## config.mk

```make
export PLATFORM = sky130hd
export DESIGN_NAME = slpc_controller
export DESIGN_NICKNAME = d
export VERILOG_FILES = /design/src/rtl/slpc_pkg.sv /design/src/rtl/slpc_controller.sv
export SDC_FILE = /design/constraint.sdc
export NUM_CORES = 1
export LEC_CHECK = 0
export ABC_AREA = 1
export BUFFER_PORTS_ARGS = -buffer_cell sky130_fd_sc_hd__buf_2
export CAP_MARGIN = 20
export CORE_ASPECT_RATIO = 0.5
export CORE_MARGIN = 5
export CORE_UTILIZATION = 54
export DETAILED_ROUTE_END_ITERATION = 6
export PLACE_DENSITY = 0.85
export SETUP_SLACK_MARGIN = 0.2
export SLEW_MARGIN = 15
export SYNTH_ARGS = -nofsm -noshare
export SYNTH_HDL_FRONTEND = slang
export SYNTH_SLANG_ARGS = --single-unit
```

## constraint.sdc

```tcl
create_clock -name ref_clk -period 5.2 [get_ports ref_clk]
set_clock_uncertainty 0.2 [all_clocks]
set_input_delay 0.52 -clock ref_clk [delete_from_list [all_inputs] [get_ports ref_clk]]
set_output_delay 0.52 -clock ref_clk [all_outputs]
set_load 0.02 [all_outputs]
```

## src/rtl/slpc_pkg.sv

```systemverilog
// constants and types for the sleep and power-reduction controller
// Overview of operation
// - sleep instruction only sleeps when the sleep arm bit is one
// - mode 00 Idle: stop cpu and flash clocks, io, converter, osc run
// - mode 01 noise reduction: stop io, cpu, flash; converter, osc run
// - mode 10 power-down: stop oscillator and every generated clock
// - interrupt wake: hold core four cycles past start-up, then handler
// - waking leaves register file and sram untouched
// - reset during sleep wakes and restarts from the reset vector
// - in Idle any enabled interrupt wakes the core
// - noise reduction wakes on converter, mem-ready, ext level, pins, wdog
// - power-down wakes on ext level, pin change, watchdog, resets
// - deep modes accept the external line only in level sensing
// - enabled converter starts a conversion on Idle or noise entry
// - brown-out off right after sleep entry, back on at wake
// - wake after brown-out off sleep is stretched by about 60 us
// - brown-out sleep-off one disables it in power-down, resets zero
// - clock-gate bit stops a peripheral clock and blocks its registers
// - clearing a clock-gate bit resumes the frozen peripheral
// - clock gating acts in Active and Idle; converter gate also in noise reduction
// - converter stays enabled in sleep; re-enable marks extended conv
// - comparator off in power-down unless it uses the reference
// - reference on whenever detector, comparator or converter need it
// - sleep-off armed by unlock then write within four cycles, 3+3 cycles
// - mode code 11 is reserved and never sleeps
// - clock-gate register: timer gate bit 1, converter gate bit 0
package slpc_pkg;
	// ****************************************************
	// register indices, byte address is four times these
	// ****************************************************
	localparam logic [7:0] CORE_CTRL_IDX = 8'h35;
	localparam logic [7:0] CLK_GATE_IDX = 8'h25;
	localparam logic [7:0] BOD_CTRL_IDX = 8'h30;
	localparam logic [7:0] ANALOG_CTRL_IDX = 8'h31;
	localparam logic [7:0] STATUS_IDX = 8'h32;
	localparam logic [7:0] CORE_CTRL_MASK = 8'h7B;
	localparam logic [7:0] CLK_GATE_MASK = 8'h03;
	localparam logic [7:0] ANALOG_CTRL_MASK = 8'h0F;
	localparam logic [7:0] REG_RESET = 8'h00;
	// ****************************************************
	// field positions
	// ****************************************************
	localparam int ARM_BIT = 5;
	localparam int MODE_LSB = 3;
	localparam int SENSE_LSB = 0;
	localparam int TIMER_GATE_BIT = 1;
	localparam int CONV_GATE_BIT = 0;
	localparam int BOD_OFF_BIT = 1;
	localparam int BOD_UNLOCK_BIT = 0;
	localparam int CMP_OFF_BIT = 0;
	localparam int CMP_VREF_BIT = 1;
	localparam int CONV_EN_BIT = 2;
	localparam int CONV_VREF_BIT = 3;
	localparam logic [1:0] SENSE_LEVEL = 2'h0;
	// ****************************************************
	// timing
	// ****************************************************
	localparam int CLK_PERIOD_NS = 10;
	localparam int BOD_WAKE_US = 60;
	localparam int BOD_WAKE_CYC =
		(BOD_WAKE_US * 1000 + CLK_PERIOD_NS - 1) / CLK_PERIOD_NS;
	localparam int START_CYC = 16;
	localparam logic [2:0] HALT_CYC = 3'h4;
	localparam logic [2:0] UNLOCK_CYC = 3'h4;
	localparam logic [2:0] BOD_SEQ_LOAD = 3'h6;
	localparam logic [2:0] BOD_ACTIVE_MAX = 3'h3;

	typedef enum logic [1:0] {
		MODE_IDLE = 2'b00,
		MODE_NOISE = 2'b01,
		MODE_PDOWN = 2'b10,
		MODE_RSVD = 2'b11
	} slpc_mode_type;

	typedef enum logic [1:0] {
		ST_ACTIVE = 2'b00,
		ST_SLEEP = 2'b01,
		ST_START = 2'b10,
		ST_HALT = 2'b11
	} slpc_state_type;

	// pending, enabled wake requests
	typedef struct packed {
		logic extEdge;
		logic extLow;
		logic pinChange;
		logic memReady;
		logic converter;
		logic otherIo;
		logic watchdog;
	} slpc_wake_type;

	// clock and oscillator enables
	typedef struct packed {
		logic cpuClk;
		logic flashClk;
		logic ioClk;
		logic convClk;
		logic osc;
		logic timerClk;
		logic convGatedClk;
	} slpc_clk_type;
endpackage // slpc_pkg

```

## src/rtl/slpc_controller.sv

```systemverilog
// sleep mode, wake-up and power-reduction controller top
//
// The address map and register access over Wishbone were left to the implementer.
module slpc_controller #(
	parameter int START_CYC = slpc_pkg::START_CYC,
	parameter int BOD_WAKE_CYC = slpc_pkg::BOD_WAKE_CYC
) (
	input wire logic ref_clk,
	input wire logic nrst,
	input wire logic [31:0] wbAdr,
	input wire logic [31:0] wbDatW,
	output logic [31:0] wbDatR,
	input wire logic wbWe,
	input wire logic [3:0] wbSel,
	input wire logic wbCyc,
	input wire logic wbStb,
	output logic wbAck,
	input wire logic sleepInstr,
	input wire slpc_pkg::slpc_wake_type wakeSrc,
	output slpc_pkg::slpc_clk_type clkEn,
	output logic coreHold,
	output logic irqGo,
	output logic convStart,
	output logic convExtended,
	output logic brownoutEn,
	output logic comparatorEn,
	output logic vrefEn,
	output logic timerRegBlock,
	output logic convRegBlock
);
	// ****************************************************
	// declarations
	// ****************************************************
	slpc_pkg::slpc_state_type state_q, state_d;
	slpc_pkg::slpc_mode_type sleepMode_q;
	slpc_pkg::slpc_wake_type wakeMeta_q, wakeSync_q;
	slpc_pkg::slpc_clk_type clkEn_d;
	logic [7:0] coreCtrl_q, clkGate_q, analogCtrl_q;
	logic [15:0] waitCnt_q;
	logic [2:0] haltCnt_q, unlockCnt_q, bodSeq_q;
	logic bodOffSleep_q, ack_q, irqGo_q, convStart_q, convExt_q;
	logic [31:0] rdat_q;
	logic brownoutEn_q, comparatorEn_q, vrefEn_q;

	// ****************************************************
	// wishbone decode
	// ****************************************************
	wire logic [7:0] regIdx = wbAdr[9:2];
	wire logic busReq = wbCyc && wbStb && !ack_q;
	// a write lands on the edge where the master sees ack high, not before
	wire logic wrByte = wbCyc && wbStb && ack_q && wbWe && wbSel[0];
	wire logic [7:0] wdat = wbDatW[7:0];
	wire logic wrCore = wrByte && regIdx == slpc_pkg::CORE_CTRL_IDX;
	wire logic wrGate = wrByte && regIdx == slpc_pkg::CLK_GATE_IDX;
	wire logic wrBod = wrByte && regIdx == slpc_pkg::BOD_CTRL_IDX;
	wire logic wrAnalog = wrByte && regIdx == slpc_pkg::ANALOG_CTRL_IDX;
	wire logic bodActive = bodSeq_q != 3'h0
		&& bodSeq_q <= slpc_pkg::BOD_ACTIVE_MAX;
	wire logic [7:0] bodRead = {6'h00, bodActive, unlockCnt_q != 3'h0};
	wire logic [7:0] statusRead = {3'h0, bodOffSleep_q, sleepMode_q,
		state_q};
	wire logic [7:0] rdByte =
		regIdx == slpc_pkg::CORE_CTRL_IDX ? coreCtrl_q :
		regIdx == slpc_pkg::CLK_GATE_IDX ? clkGate_q :
		regIdx == slpc_pkg::BOD_CTRL_IDX ? bodRead :
		regIdx == slpc_pkg::ANALOG_CTRL_IDX ? analogCtrl_q :
		regIdx == slpc_pkg::STATUS_IDX ? statusRead : 8'h00;

	// ****************************************************
	// control field views
	// ****************************************************
	wire logic sleepArm = coreCtrl_q[slpc_pkg::ARM_BIT];
	wire slpc_pkg::slpc_mode_type modeSel =
		slpc_pkg::slpc_mode_type'(coreCtrl_q[slpc_pkg::MODE_LSB +: 2]);
	wire logic levelSense = coreCtrl_q[slpc_pkg::SENSE_LSB +: 2]
		== slpc_pkg::SENSE_LEVEL;
	wire logic cmpOff = analogCtrl_q[slpc_pkg::CMP_OFF_BIT];
	wire logic cmpVref = analogCtrl_q[slpc_pkg::CMP_VREF_BIT];
	wire logic convOn = analogCtrl_q[slpc_pkg::CONV_EN_BIT];
	wire logic convVref = analogCtrl_q[slpc_pkg::CONV_VREF_BIT];
	wire logic gateTimer = clkGate_q[slpc_pkg::TIMER_GATE_BIT];
	wire logic gateConv = clkGate_q[slpc_pkg::CONV_GATE_BIT];

	// ****************************************************
	// wake filtering per sleep mode
	// ****************************************************
	function automatic logic wakeAllowed(
		input slpc_pkg::slpc_mode_type mode,
		input slpc_pkg::slpc_wake_type src,
		input logic level
	);
		logic extLvl;
		logic any;
		extLvl = src.extLow && level;
		any = 1'b0;
		unique case (mode)
			slpc_pkg::MODE_IDLE: begin
				any = src.extEdge || extLvl || src.pinChange
					|| src.memReady || src.converter || src.otherIo
					|| src.watchdog;
			end
			slpc_pkg::MODE_NOISE: begin
				any = src.converter || src.memReady || extLvl
					|| src.pinChange || src.watchdog;
			end
			slpc_pkg::MODE_PDOWN: begin
				any = extLvl || src.pinChange || src.watchdog;
			end
			slpc_pkg::MODE_RSVD: begin
				any = 1'b0;
			end
		endcase
		return any;
	endfunction

	// the level must still stand after two sync stages to count
	wire logic wakeNow = wakeAllowed(sleepMode_q, wakeSync_q,
		levelSense);
	// reserved code never sleeps; arm bit gates the instruction
	wire logic sleepGo = sleepInstr && sleepArm
		&& modeSel != slpc_pkg::MODE_RSVD;
	wire logic sleepPdown = sleepMode_q == slpc_pkg::MODE_PDOWN;
	wire logic enterConvMode = sleepGo && convOn
		&& (modeSel == slpc_pkg::MODE_IDLE
		|| modeSel == slpc_pkg::MODE_NOISE);
	wire logic [15:0] startLoad = bodOffSleep_q
		? 16'(START_CYC + BOD_WAKE_CYC) : 16'(START_CYC);

	// ****************************************************
	// power state machine
	// ****************************************************
	always_comb begin
		state_d = state_q;
		unique case (state_q)
			slpc_pkg::ST_ACTIVE: begin
				if (sleepGo) begin
					state_d = slpc_pkg::ST_SLEEP;
				end
			end
			slpc_pkg::ST_SLEEP: begin
				if (wakeNow) begin
					state_d = slpc_pkg::ST_START;
				end
			end
			slpc_pkg::ST_START: begin
				if (waitCnt_q <= 16'h0001) begin
					state_d = slpc_pkg::ST_HALT;
				end
			end
			slpc_pkg::ST_HALT: begin
				if (haltCnt_q == 3'h1) begin
					state_d = slpc_pkg::ST_ACTIVE;
				end
			end
		endcase
	end

	// clock enables from next state so outputs change with state
	always_comb begin
		clkEn_d = '1;
		if (state_d != slpc_pkg::ST_ACTIVE) begin
			clkEn_d.cpuClk = 1'b0;
			clkEn_d.flashClk = 1'b0;
		end
		if (state_d == slpc_pkg::ST_SLEEP) begin
			if (sleepGo ? modeSel != slpc_pkg::MODE_IDLE
				: sleepMode_q != slpc_pkg::MODE_IDLE) begin
				clkEn_d.ioClk = 1'b0;
			end
			if (sleepGo ? modeSel == slpc_pkg::MODE_PDOWN
				: sleepPdown) begin
				clkEn_d.convClk = 1'b0;
				clkEn_d.osc = 1'b0;
			end
		end
		// timer gate acts in Active and Idle, converter gate also in noise reduction; power-down stops both anyway
		clkEn_d.timerClk = clkEn_d.ioClk && !gateTimer;
		clkEn_d.convGatedClk = clkEn_d.convClk && !gateConv;
	end

	// ****************************************************
	// synchronise wake sources, they come from outside
	// ****************************************************
	always_ff @(posedge ref_clk or negedge nrst) begin
		if (!nrst) begin
			wakeMeta_q <= '0;
			wakeSync_q <= '0;
		end else begin
			wakeMeta_q <= wakeSrc;
			wakeSync_q <= wakeMeta_q;
		end
	end

	// state, wait counters and clock enables; reset lands in Active,
	// so the core restarts from its reset vector
	always_ff @(posedge ref_clk or negedge nrst) begin
		if (!nrst) begin
			state_q <= slpc_pkg::ST_ACTIVE;
			sleepMode_q <= slpc_pkg::MODE_IDLE;
			waitCnt_q <= 16'h0000;
			haltCnt_q <= 3'h0;
			clkEn <= '1;
			coreHold <= 1'b0;
		end else begin
			state_q <= state_d;
			clkEn <= clkEn_d;
			coreHold <= state_d != slpc_pkg::ST_ACTIVE;
			if (sleepGo && state_q == slpc_pkg::ST_ACTIVE) begin
				sleepMode_q <= modeSel;
			end
			if (state_q == slpc_pkg::ST_SLEEP && wakeNow) begin
				waitCnt_q <= startLoad;
			end else if (waitCnt_q != 16'h0000) begin
				waitCnt_q <= waitCnt_q - 16'h0001;
			end
			if (state_d == slpc_pkg::ST_HALT
				&& state_q == slpc_pkg::ST_START) begin
				haltCnt_q <= slpc_pkg::HALT_CYC;
			end else if (haltCnt_q != 3'h0) begin
				haltCnt_q <= haltCnt_q - 3'h1;
			end
		end
	end

	// ****************************************************
	// brown-out sleep-off sequence
	// ****************************************************
	wire logic bodUnlock = wrBod && wdat[slpc_pkg::BOD_OFF_BIT]
		&& wdat[slpc_pkg::BOD_UNLOCK_BIT];
	wire logic bodConfirm = wrBod && wdat[slpc_pkg::BOD_OFF_BIT]
		&& !wdat[slpc_pkg::BOD_UNLOCK_BIT] && unlockCnt_q != 3'h0;

	// counter walks 6..4 as arming delay, then 3..1 as active window
	always_ff @(posedge ref_clk or negedge nrst) begin
		if (!nrst) begin
			unlockCnt_q <= 3'h0;
			bodSeq_q <= 3'h0;
			bodOffSleep_q <= 1'b0;
		end else begin
			if (bodUnlock) begin
				unlockCnt_q <= slpc_pkg::UNLOCK_CYC;
			end else if (unlockCnt_q != 3'h0) begin
				unlockCnt_q <= unlockCnt_q - 3'h1;
			end
			if (bodConfirm) begin
				bodSeq_q <= slpc_pkg::BOD_SEQ_LOAD;
			end else if (bodSeq_q != 3'h0) begin
				bodSeq_q <= bodSeq_q - 3'h1;
			end
			if (sleepGo && state_q == slpc_pkg::ST_ACTIVE) begin
				bodOffSleep_q <= bodActive
					&& modeSel == slpc_pkg::MODE_PDOWN;
			end else if (state_q == slpc_pkg::ST_HALT
				&& state_d == slpc_pkg::ST_ACTIVE) begin
				bodOffSleep_q <= 1'b0;
			end
		end
	end

	// ****************************************************
	// software registers and bus answer
	// ****************************************************
	always_ff @(posedge ref_clk or negedge nrst) begin
		if (!nrst) begin
			coreCtrl_q <= slpc_pkg::REG_RESET;
			clkGate_q <= slpc_pkg::REG_RESET;
			analogCtrl_q <= slpc_pkg::REG_RESET;
			ack_q <= 1'b0;
			rdat_q <= 32'h0000_0000;
		end else begin
			ack_q <= busReq;
			rdat_q <= {24'h000000, rdByte};
			if (wrCore) begin
				coreCtrl_q <= wdat & slpc_pkg::CORE_CTRL_MASK;
			end
			if (wrGate) begin
				clkGate_q <= wdat & slpc_pkg::CLK_GATE_MASK;
			end
			if (wrAnalog) begin
				analogCtrl_q <= wdat & slpc_pkg::ANALOG_CTRL_MASK;
			end
		end
	end

	// ****************************************************
	// wake handler strobe, converter and analog enables
	// ****************************************************
	// brown-out off is ended when the sleep state is left at wake, before the core is released
	wire logic bodOn = !(bodOffSleep_q
		&& state_d == slpc_pkg::ST_SLEEP);
	wire logic cmpOn = !cmpOff
		&& !(state_d == slpc_pkg::ST_SLEEP && sleepPdown
		&& !cmpVref);
	always_ff @(posedge ref_clk or negedge nrst) begin
		if (!nrst) begin
			irqGo_q <= 1'b0;
			convStart_q <= 1'b0;
			convExt_q <= 1'b0;
			brownoutEn_q <= 1'b1;
			comparatorEn_q <= 1'b0;
			vrefEn_q <= 1'b0;
		end else begin
			irqGo_q <= state_q == slpc_pkg::ST_HALT
				&& state_d == slpc_pkg::ST_ACTIVE;
			convStart_q <= enterConvMode
				&& state_q == slpc_pkg::ST_ACTIVE;
			// re-enable marks the next conversion extended; the set
			// wins over the clear by the start
			if (wrAnalog && wdat[slpc_pkg::CONV_EN_BIT] && !convOn) begin
				convExt_q <= 1'b1;
			end else if (convStart_q) begin
				convExt_q <= 1'b0;
			end
			brownoutEn_q <= bodOn;
			comparatorEn_q <= cmpOn;
			vrefEn_q <= bodOn || (cmpOn && cmpVref)
				|| (convOn && convVref);
		end
	end

	// ****************************************************
	// outputs
	// ****************************************************
	assign wbAck = ack_q;
	assign wbDatR = rdat_q;
	assign irqGo = irqGo_q;
	assign convStart = convStart_q;
	assign convExtended = convExt_q;
	assign brownoutEn = brownoutEn_q;
	assign comparatorEn = comparatorEn_q;
	assign vrefEn = vrefEn_q;
	// peripheral register access blocked while its clock is gated
	assign timerRegBlock = clkGate_q[slpc_pkg::TIMER_GATE_BIT];
	assign convRegBlock = clkGate_q[slpc_pkg::CONV_GATE_BIT];
endmodule // slpc_controller

```

# Yosys cells after proc, flatten, opt, wreduce, memory -nomap -nowiden
# Index checks and enable logic that the tools add are counted.
classes:
  add_sub_neg: 4
  multipliers: 0
  n_div: 0
  magnitude_cmp: 2
  eq_ne: 17
  n_shift: 0
  mux: 30
  bitwise: 0
  reduce_logical: 77
op_table:
  columns: ["operator", "n"]
  rows:
  - ["8-bit by 6-bit == test with 1-bit output, second input constant", 5]
  - ["1-bit logical AND", 35]
  - ["16-bit 2-to-1 mux", 2]
  - ["3-bit 2-to-1 mux", 7]
  - ["5-bit 2-to-1 mux", 4]
  - ["2-bit nonzero test", 9]
  - ["16-bit by 1-bit <= comparator with 1-bit output, second input constant", 1]
  - ["16-bit nonzero test", 1]
  - ["16-bit by 1-bit subtractor with 16-bit output, second input constant", 1]
  - ["1-bit logical OR", 15]
  - ["13-bit 2-to-1 mux", 1]
  - ["2-bit == test, second input constant", 6]
  - ["2-bit 2-to-1 mux", 6]
  - ["2-bit logical NOT", 5]
  - ["1-bit logical NOT", 9]
  - ["3-bit nonzero test", 3]
  - ["3-bit by 1-bit subtractor with 3-bit output, second input constant", 3]
  - ["2-bit by 1-bit == test with 1-bit output, second input constant", 4]
  - ["2-bit one-hot mux with 4 select lines", 1]
  - ["1-bit 2-to-1 mux", 7]
  - ["7-bit 2-to-1 mux", 1]
  - ["1-bit one-hot mux with 4 select lines", 1]
  - ["3-bit by 1-bit == test with 1-bit output, second input constant", 1]
  - ["3-bit by 2-bit <= comparator with 1-bit output, second input constant", 1]
  - ["2-bit != test, second input constant", 1]
word_totals:
  reg_bits: 79
  latchBits: 0
  ramBits: 0
  mem_bits_ro: 0
  input_bits: 81
  out_inout_bits: 49
  wordCells: 170
  mem_count: 0

# Depth between registers and ports, before layout
depth:
  ltp_word: 19
  ltp_mapped: 12

# Least setup slack after synthesis
# OpenSTA, ideal clock, no wires.
synth_path:
  kind: "reg-to-reg"
  from: "register waitCnt_q[0]"
  to: "register comparatorEn_q (netlist: comparatorEn)"
  t_arrival_ps: 1546
  required_ps: 4887
  slack_ps: 3341
  path_stages_with_launch: 13
  period_less_slack_ps: 1859
  cell_sequence: "dfrtp_1 -> inv_1 -> ha_1 -> inv_2 -> nand2_1 -> nand2_1 -> nor2_2 -> nand3_4 -> nand2_2 -> nand3b_4 -> nand3b_1 -> nand2_1 -> inv_1"
synth_between:
  elab_chain_cells: 8
synth_lines:
  columns: ["element", "line", "text"]
  rows:
  - ["from (decl)", "slpc_controller.sv:39", "logic [15:0] waitCnt_q;"]
  - ["from (signal assigned)", "slpc_controller.sv:212", "waitCnt_q <= startLoad;"]
  - ["from (signal assigned)", "slpc_controller.sv:214", "waitCnt_q <= waitCnt_q - 16'h0001;"]
  - ["16-bit by 1-bit <= comparator with 1-bit output", "slpc_controller.sv:146", "if (waitCnt_q <= 16'h0001) begin"]
  - ["2-bit 2-to-1 mux", "slpc_controller.sv:146", null]
  - ["2-bit one-hot mux with 4 select lines", "slpc_controller.sv:134", "unique case (state_q)"]
  - ["via state_d[0]", "slpc_controller.sv:34", "slpc_pkg::slpc_state_type state_q, state_d;"]
  - ["2-bit by 1-bit == test with 1-bit output", "slpc_controller.sv:292", "&& !(state_d == slpc_pkg::ST_SLEEP && sleepPdown"]
  - ["1-bit logical AND", "slpc_controller.sv:292", null]
  - ["1-bit logical AND", "slpc_controller.sv:293", "&& !cmpVref);"]
  - ["1-bit logical NOT", "slpc_controller.sv:292", null]
  - ["1-bit logical AND", "slpc_controller.sv:292", null]
  - ["via cmpOn", "slpc_controller.sv:291", "wire logic cmpOn = !cmpOff"]
  - ["to (signal assigned)", "slpc_controller.sv:315", "comparatorEn_q <= cmpOn;"]
  - ["to (decl)", "slpc_controller.sv:43", "logic brownoutEn_q, comparatorEn_q, vrefEn_q;"]
# The timed path passes the listed nets, and every way through them passes these cells.
# A chain may end at the register's enable or synchronous reset.

# Worst setup path in the final report
layout_path:
  from: "register sleepMode_q[0]"
  to: "register bodOffSleep_q"
layout_between:
  elab_chain_cells: 7
layout_lines:
  columns: ["element", "line", "text"]
  rows:
  - ["from (decl)", "slpc_controller.sv:35", "slpc_pkg::slpc_mode_type sleepMode_q;"]
  - ["from (signal assigned)", "slpc_controller.sv:199", "sleepMode_q <= slpc_pkg::MODE_IDLE;"]
  - ["from (signal assigned)", "slpc_controller.sv:209", "sleepMode_q <= modeSel;"]
  - ["2-bit == test, or another cell as far along", "slpc_controller.sv:96", "unique case (mode)"]
  - ["1-bit one-hot mux with 4 select lines (*)", "slpc_controller.sv:96", null]
  - ["2-bit 2-to-1 mux (*)", "slpc_controller.sv:141", "if (wakeNow) begin"]
  - ["2-bit one-hot mux with 4 select lines (*)", "slpc_controller.sv:134", null]
  - ["via state_d[1]", "slpc_controller.sv:34", null]
  - ["2-bit logical NOT (*)", "slpc_controller.sv:254", "&& state_d == slpc_pkg::ST_ACTIVE) begin"]
  - ["1-bit logical AND (*)", "slpc_controller.sv:254", null]
  - ["2-bit nonzero test (no source line) (*)", null, null]
  - ["to (signal assigned)", "slpc_controller.sv:251", "bodOffSleep_q <= bodActive"]
  - ["to (decl)", "slpc_controller.sv:41", "logic bodOffSleep_q, ack_q, irqGo_q, convStart_q, convExt_q;"]
# Mark *: on every way through the listed nets, which the timed path passes. The rest lies on a longest branch.

==> results.toml <==
[clock_network]
clk_pin_slew_ns = 0.05
cts_max_path_buffers = 2
htreeDepth = 3
cts-buffers-inserted = 9
numClockSinks = 76
ctsHoldBuffers = 0
root_buffer = "clkbuf_16"
cts_tree = "built"
ctsResizeCount = 0
postCtsSetupRepairBufs = 0
clk_latency_ns = 0.34

[die]
die_w_um = 129.2
io-pin-count = 130
core_mm2 = 0.006805
rows = 21
die_area_mm2 = 0.008997
initial_core_util = 0.5641
die_y_um = 69.62

[flow_run]
drv_cap = 0

[timing]
rsz0062_at_grt = "false"
fin_crit_sh = 0.4575
setup_tns_ns = 0
slew_headroom = 0.3899
setup_violations = 0
clock.fmax_mhz = 420.4
finalCriticalPeriod_ns = 2.379
hold_violations = 0
finalMaxSlewViolations = 0
tightest_slew_ns = 0.9151
holdWs_ns = 0.08954

[final_layout]
layout.area.seq_mm2 = 0.001909
fill_cells = 541
area_growth_pct = 14.21
antennaDiodeCount = 0
layout-drive-gt1-share = 0.2231
multiInputGateArea_mm2 = 0.001535
fin_nets = 574
instances_no_fill = 576
postLayoutCellArea_mm2 = 0.004384

[worst_setup_path]
slowest_delay_ns = 0.38
cp-start-kind = "register"
r2r_cells = 11
rrSetupSlack_ns = 2.82
cp_data_arrival_time_ns = 2.40
end_kind = "register"
path_cells = "inv_1 > ha_1 > nand2_1 > a21oi_1 > nand2_1 > nand3_2 > nand2_1 > inv_2 > nand4_1 > nand2_1 > nand2_1"
startpoint = "sleepMode_q[0]"
critPathTopFamily = "simple AND/OR/NAND/NOR gates"
crit_end = "bodOffSleep_q"
crit_buf_inv = 2
regToRegStartpoint = "sleepMode_q[0]"
crit_cells = 11
crit_type = "register to register"
critPathSlowestCell = "dfrtp_1"
rr_endpoint = "bodOffSleep_q"
cp_max_fo = 14
cp_common_cell = "nand2_1"
required_ns = 5.22

[logic_synthesis]
synth-main-ff-cell = "dfrtp_1"
synth_edf_count = 0
synth_area_leaders = "dfrtp_1 46%, inv_1 6.6%, nand2_1 6.4%, buf_4 5.3%, ha_1 4.6%"
synth_top_area_share = 0.4563
synth_cell_types = 39
ys_seq_elements = 76
synth_cells = 422
syn_avg_cell_area_um2 = 9.096
syn_area_mm2 = 0.003839
yosys_warnings = 0
synth_top_area_cell = "dfrtp_1"
synth_seq_area_share = 0.4974
synthArstFlopShare = 1.000

[route]
dr.max_layer_used = "met4"
met2_length_mm = 3.711
drt-initial-drc-count = 241
m1WireLength_mm = 3.278
detail-route-antenna-nets = 0
first_pass_iters = 5
drc = 0
drt_wl_total_mm = 7.656
viasPerCell = 4.979
routed-wl-met3_um = 556
avgRoutedWirePerCell_um = 13.29
num_vias = 2868

[power_and_ir_drop]
power.density_mw_per_mm2 = 328.2
p_leak_nw = 2.389
vdd_drop_max_v = 0.0002417
power_mw = 1.439

[global_routing]
grt_overflow = 0
antenna_found_initial = 0
grt_pass1_vias = 2698
grt_pass1_wl_mm = 12.54
grt_max_degree = 77
grt.total_usage = 0.1767

[run_status]
status = "complete, no violations"

[hold_path]
min_from = "wakeSrc[2]"
worstHoldPathType = "input port to register"

[place]
port_buffers = 52
dp_hpwl_mm = 5.534
dpl_cell_area_mm2 = 0.004089
post-place-cells = 560
place.gp.congestion = 0.8103
routing by layer:
layer | track usage | up-vias
met3 | 0.05154 | 10
met1 | 0.2236 | 1354
met2 | 0.2896 | 113
met4 | 0.06054 | 0
li1 | - | 1391
met5 | 0 | -
kinds of logic (layout without fill, tap and decap cells):
logic type,Yosys count,in the layout,share of synthesized area
compound gates,52,52,0.07790
xor+xnor,12,12,0.02738
simple gates,165,165,0.2216
mux,1,1,0.002933
buf+inv,101,139,0.1261
fa+ha+maj,14,14,0.04563
other cells,1,25,0.0009769
flops,76,76,0.4974
layout by cell type, fill, tap and decap left out, drive strengths merged:
| master | Yosys | final |
|---|---|---|
| o22ai | 5 | 5 |
| o21ai | 21 | 21 |
| nor4 | 1 | 1 |
| o211a | 1 | 1 |
| nand3 | 27 | 27 |
| a31oi | 1 | 1 |
| bufinv | 0 | 1 |
| dfrtp | 70 | 70 |
| o31ai | 1 | 1 |
| clkbuf | 1 | 12 |
| a32o | 1 | 1 |
| o21a | 1 | 1 |
| xnor2 | 7 | 7 |
| conb | 1 | 25 |
| ha | 14 | 14 |
| dfstp | 6 | 6 |
| buf | 29 | 52 |
| nor3 | 3 | 3 |
| mux2 | 1 | 1 |
| a22oi | 1 | 1 |
| nor2 | 51 | 51 |
| nand4 | 5 | 5 |
| o211ai | 4 | 4 |
| inv | 71 | 71 |
| clkinv | 0 | 3 |
| xor2 | 5 | 5 |
| a21oi | 16 | 16 |
| nand2 | 74 | 74 |
| nand3b | 4 | 4 |
stage by stage:
stage                     setup slack, ns    util
after floorplan                     3.341       -
after global placement              2.980  0.6008
after detailed placement            2.928  0.6008
after CTS                           2.833  0.6442
after global routing                2.699  0.6442
final                               2.821  0.6442
cell usage after synthesis, types with 2 or more instances:
cell       n
dfstp_2    6
o21ai_0   19
nor2_2     6
o22ai_1    5
nand3_2    4
buf_2      2
dfrtp_1   70
nand2_2    8
nand3b_4   2
o211ai_1   4
nor2_4     7
inv_2      3
buf_4     27
xor2_1     5
o21ai_1    2
nand4_1    5
nor2_1    38
nor3_1     2
nand2_1   65
nand3_1   22
nand3b_1   2
a21oi_1   15
ha_1      14
xnor2_1    7
inv_1     68
sequential cells by signal (all words and copies together), names as in the netlist, 2 cells and up:
register      flops
waitCnt_q        16
wakeMeta_q        7
wakeSync_q        7
wbDatR            7
coreCtrl_q        6
clkEn             5
analogCtrl_q      4
bodSeq_q          3
haltCnt_q         3
unlockCnt_q       3
clkGate_q         2
sleepMode_q       2
state_q           2
worst min-delay path by stage:
stage                     cells past startpoint         endpoint
after detailed placement                      0    wakeSync_q[6]
final                                         1    wakeMeta_q[2]
after global routing                          1    wakeMeta_q[6]
after global placement                        0    wakeSync_q[3]
after floorplan                               0  analogCtrl_q[0]
after CTS                                     1    wakeMeta_q[2]
layout make-up:
class                   count  share of cell area
clock buffers              12             0.05622
clock inverters             4             0.01113
inverters                  71             0.06079
multi-input cells         269              0.3502
flip-flops and latches     76              0.4355
well taps                  92             0.02626
repair buffers             52             0.05993
report_power, final:
part	internal (mW)	switching [mW]	total, mW	leakage, nW
logic	0.0668	0.121	0.187	1.30
clock network	0.384	0.229	0.612	0.147
registers	0.627	0.0125	0.639	0.943
(Power assumes the default switching activity.)
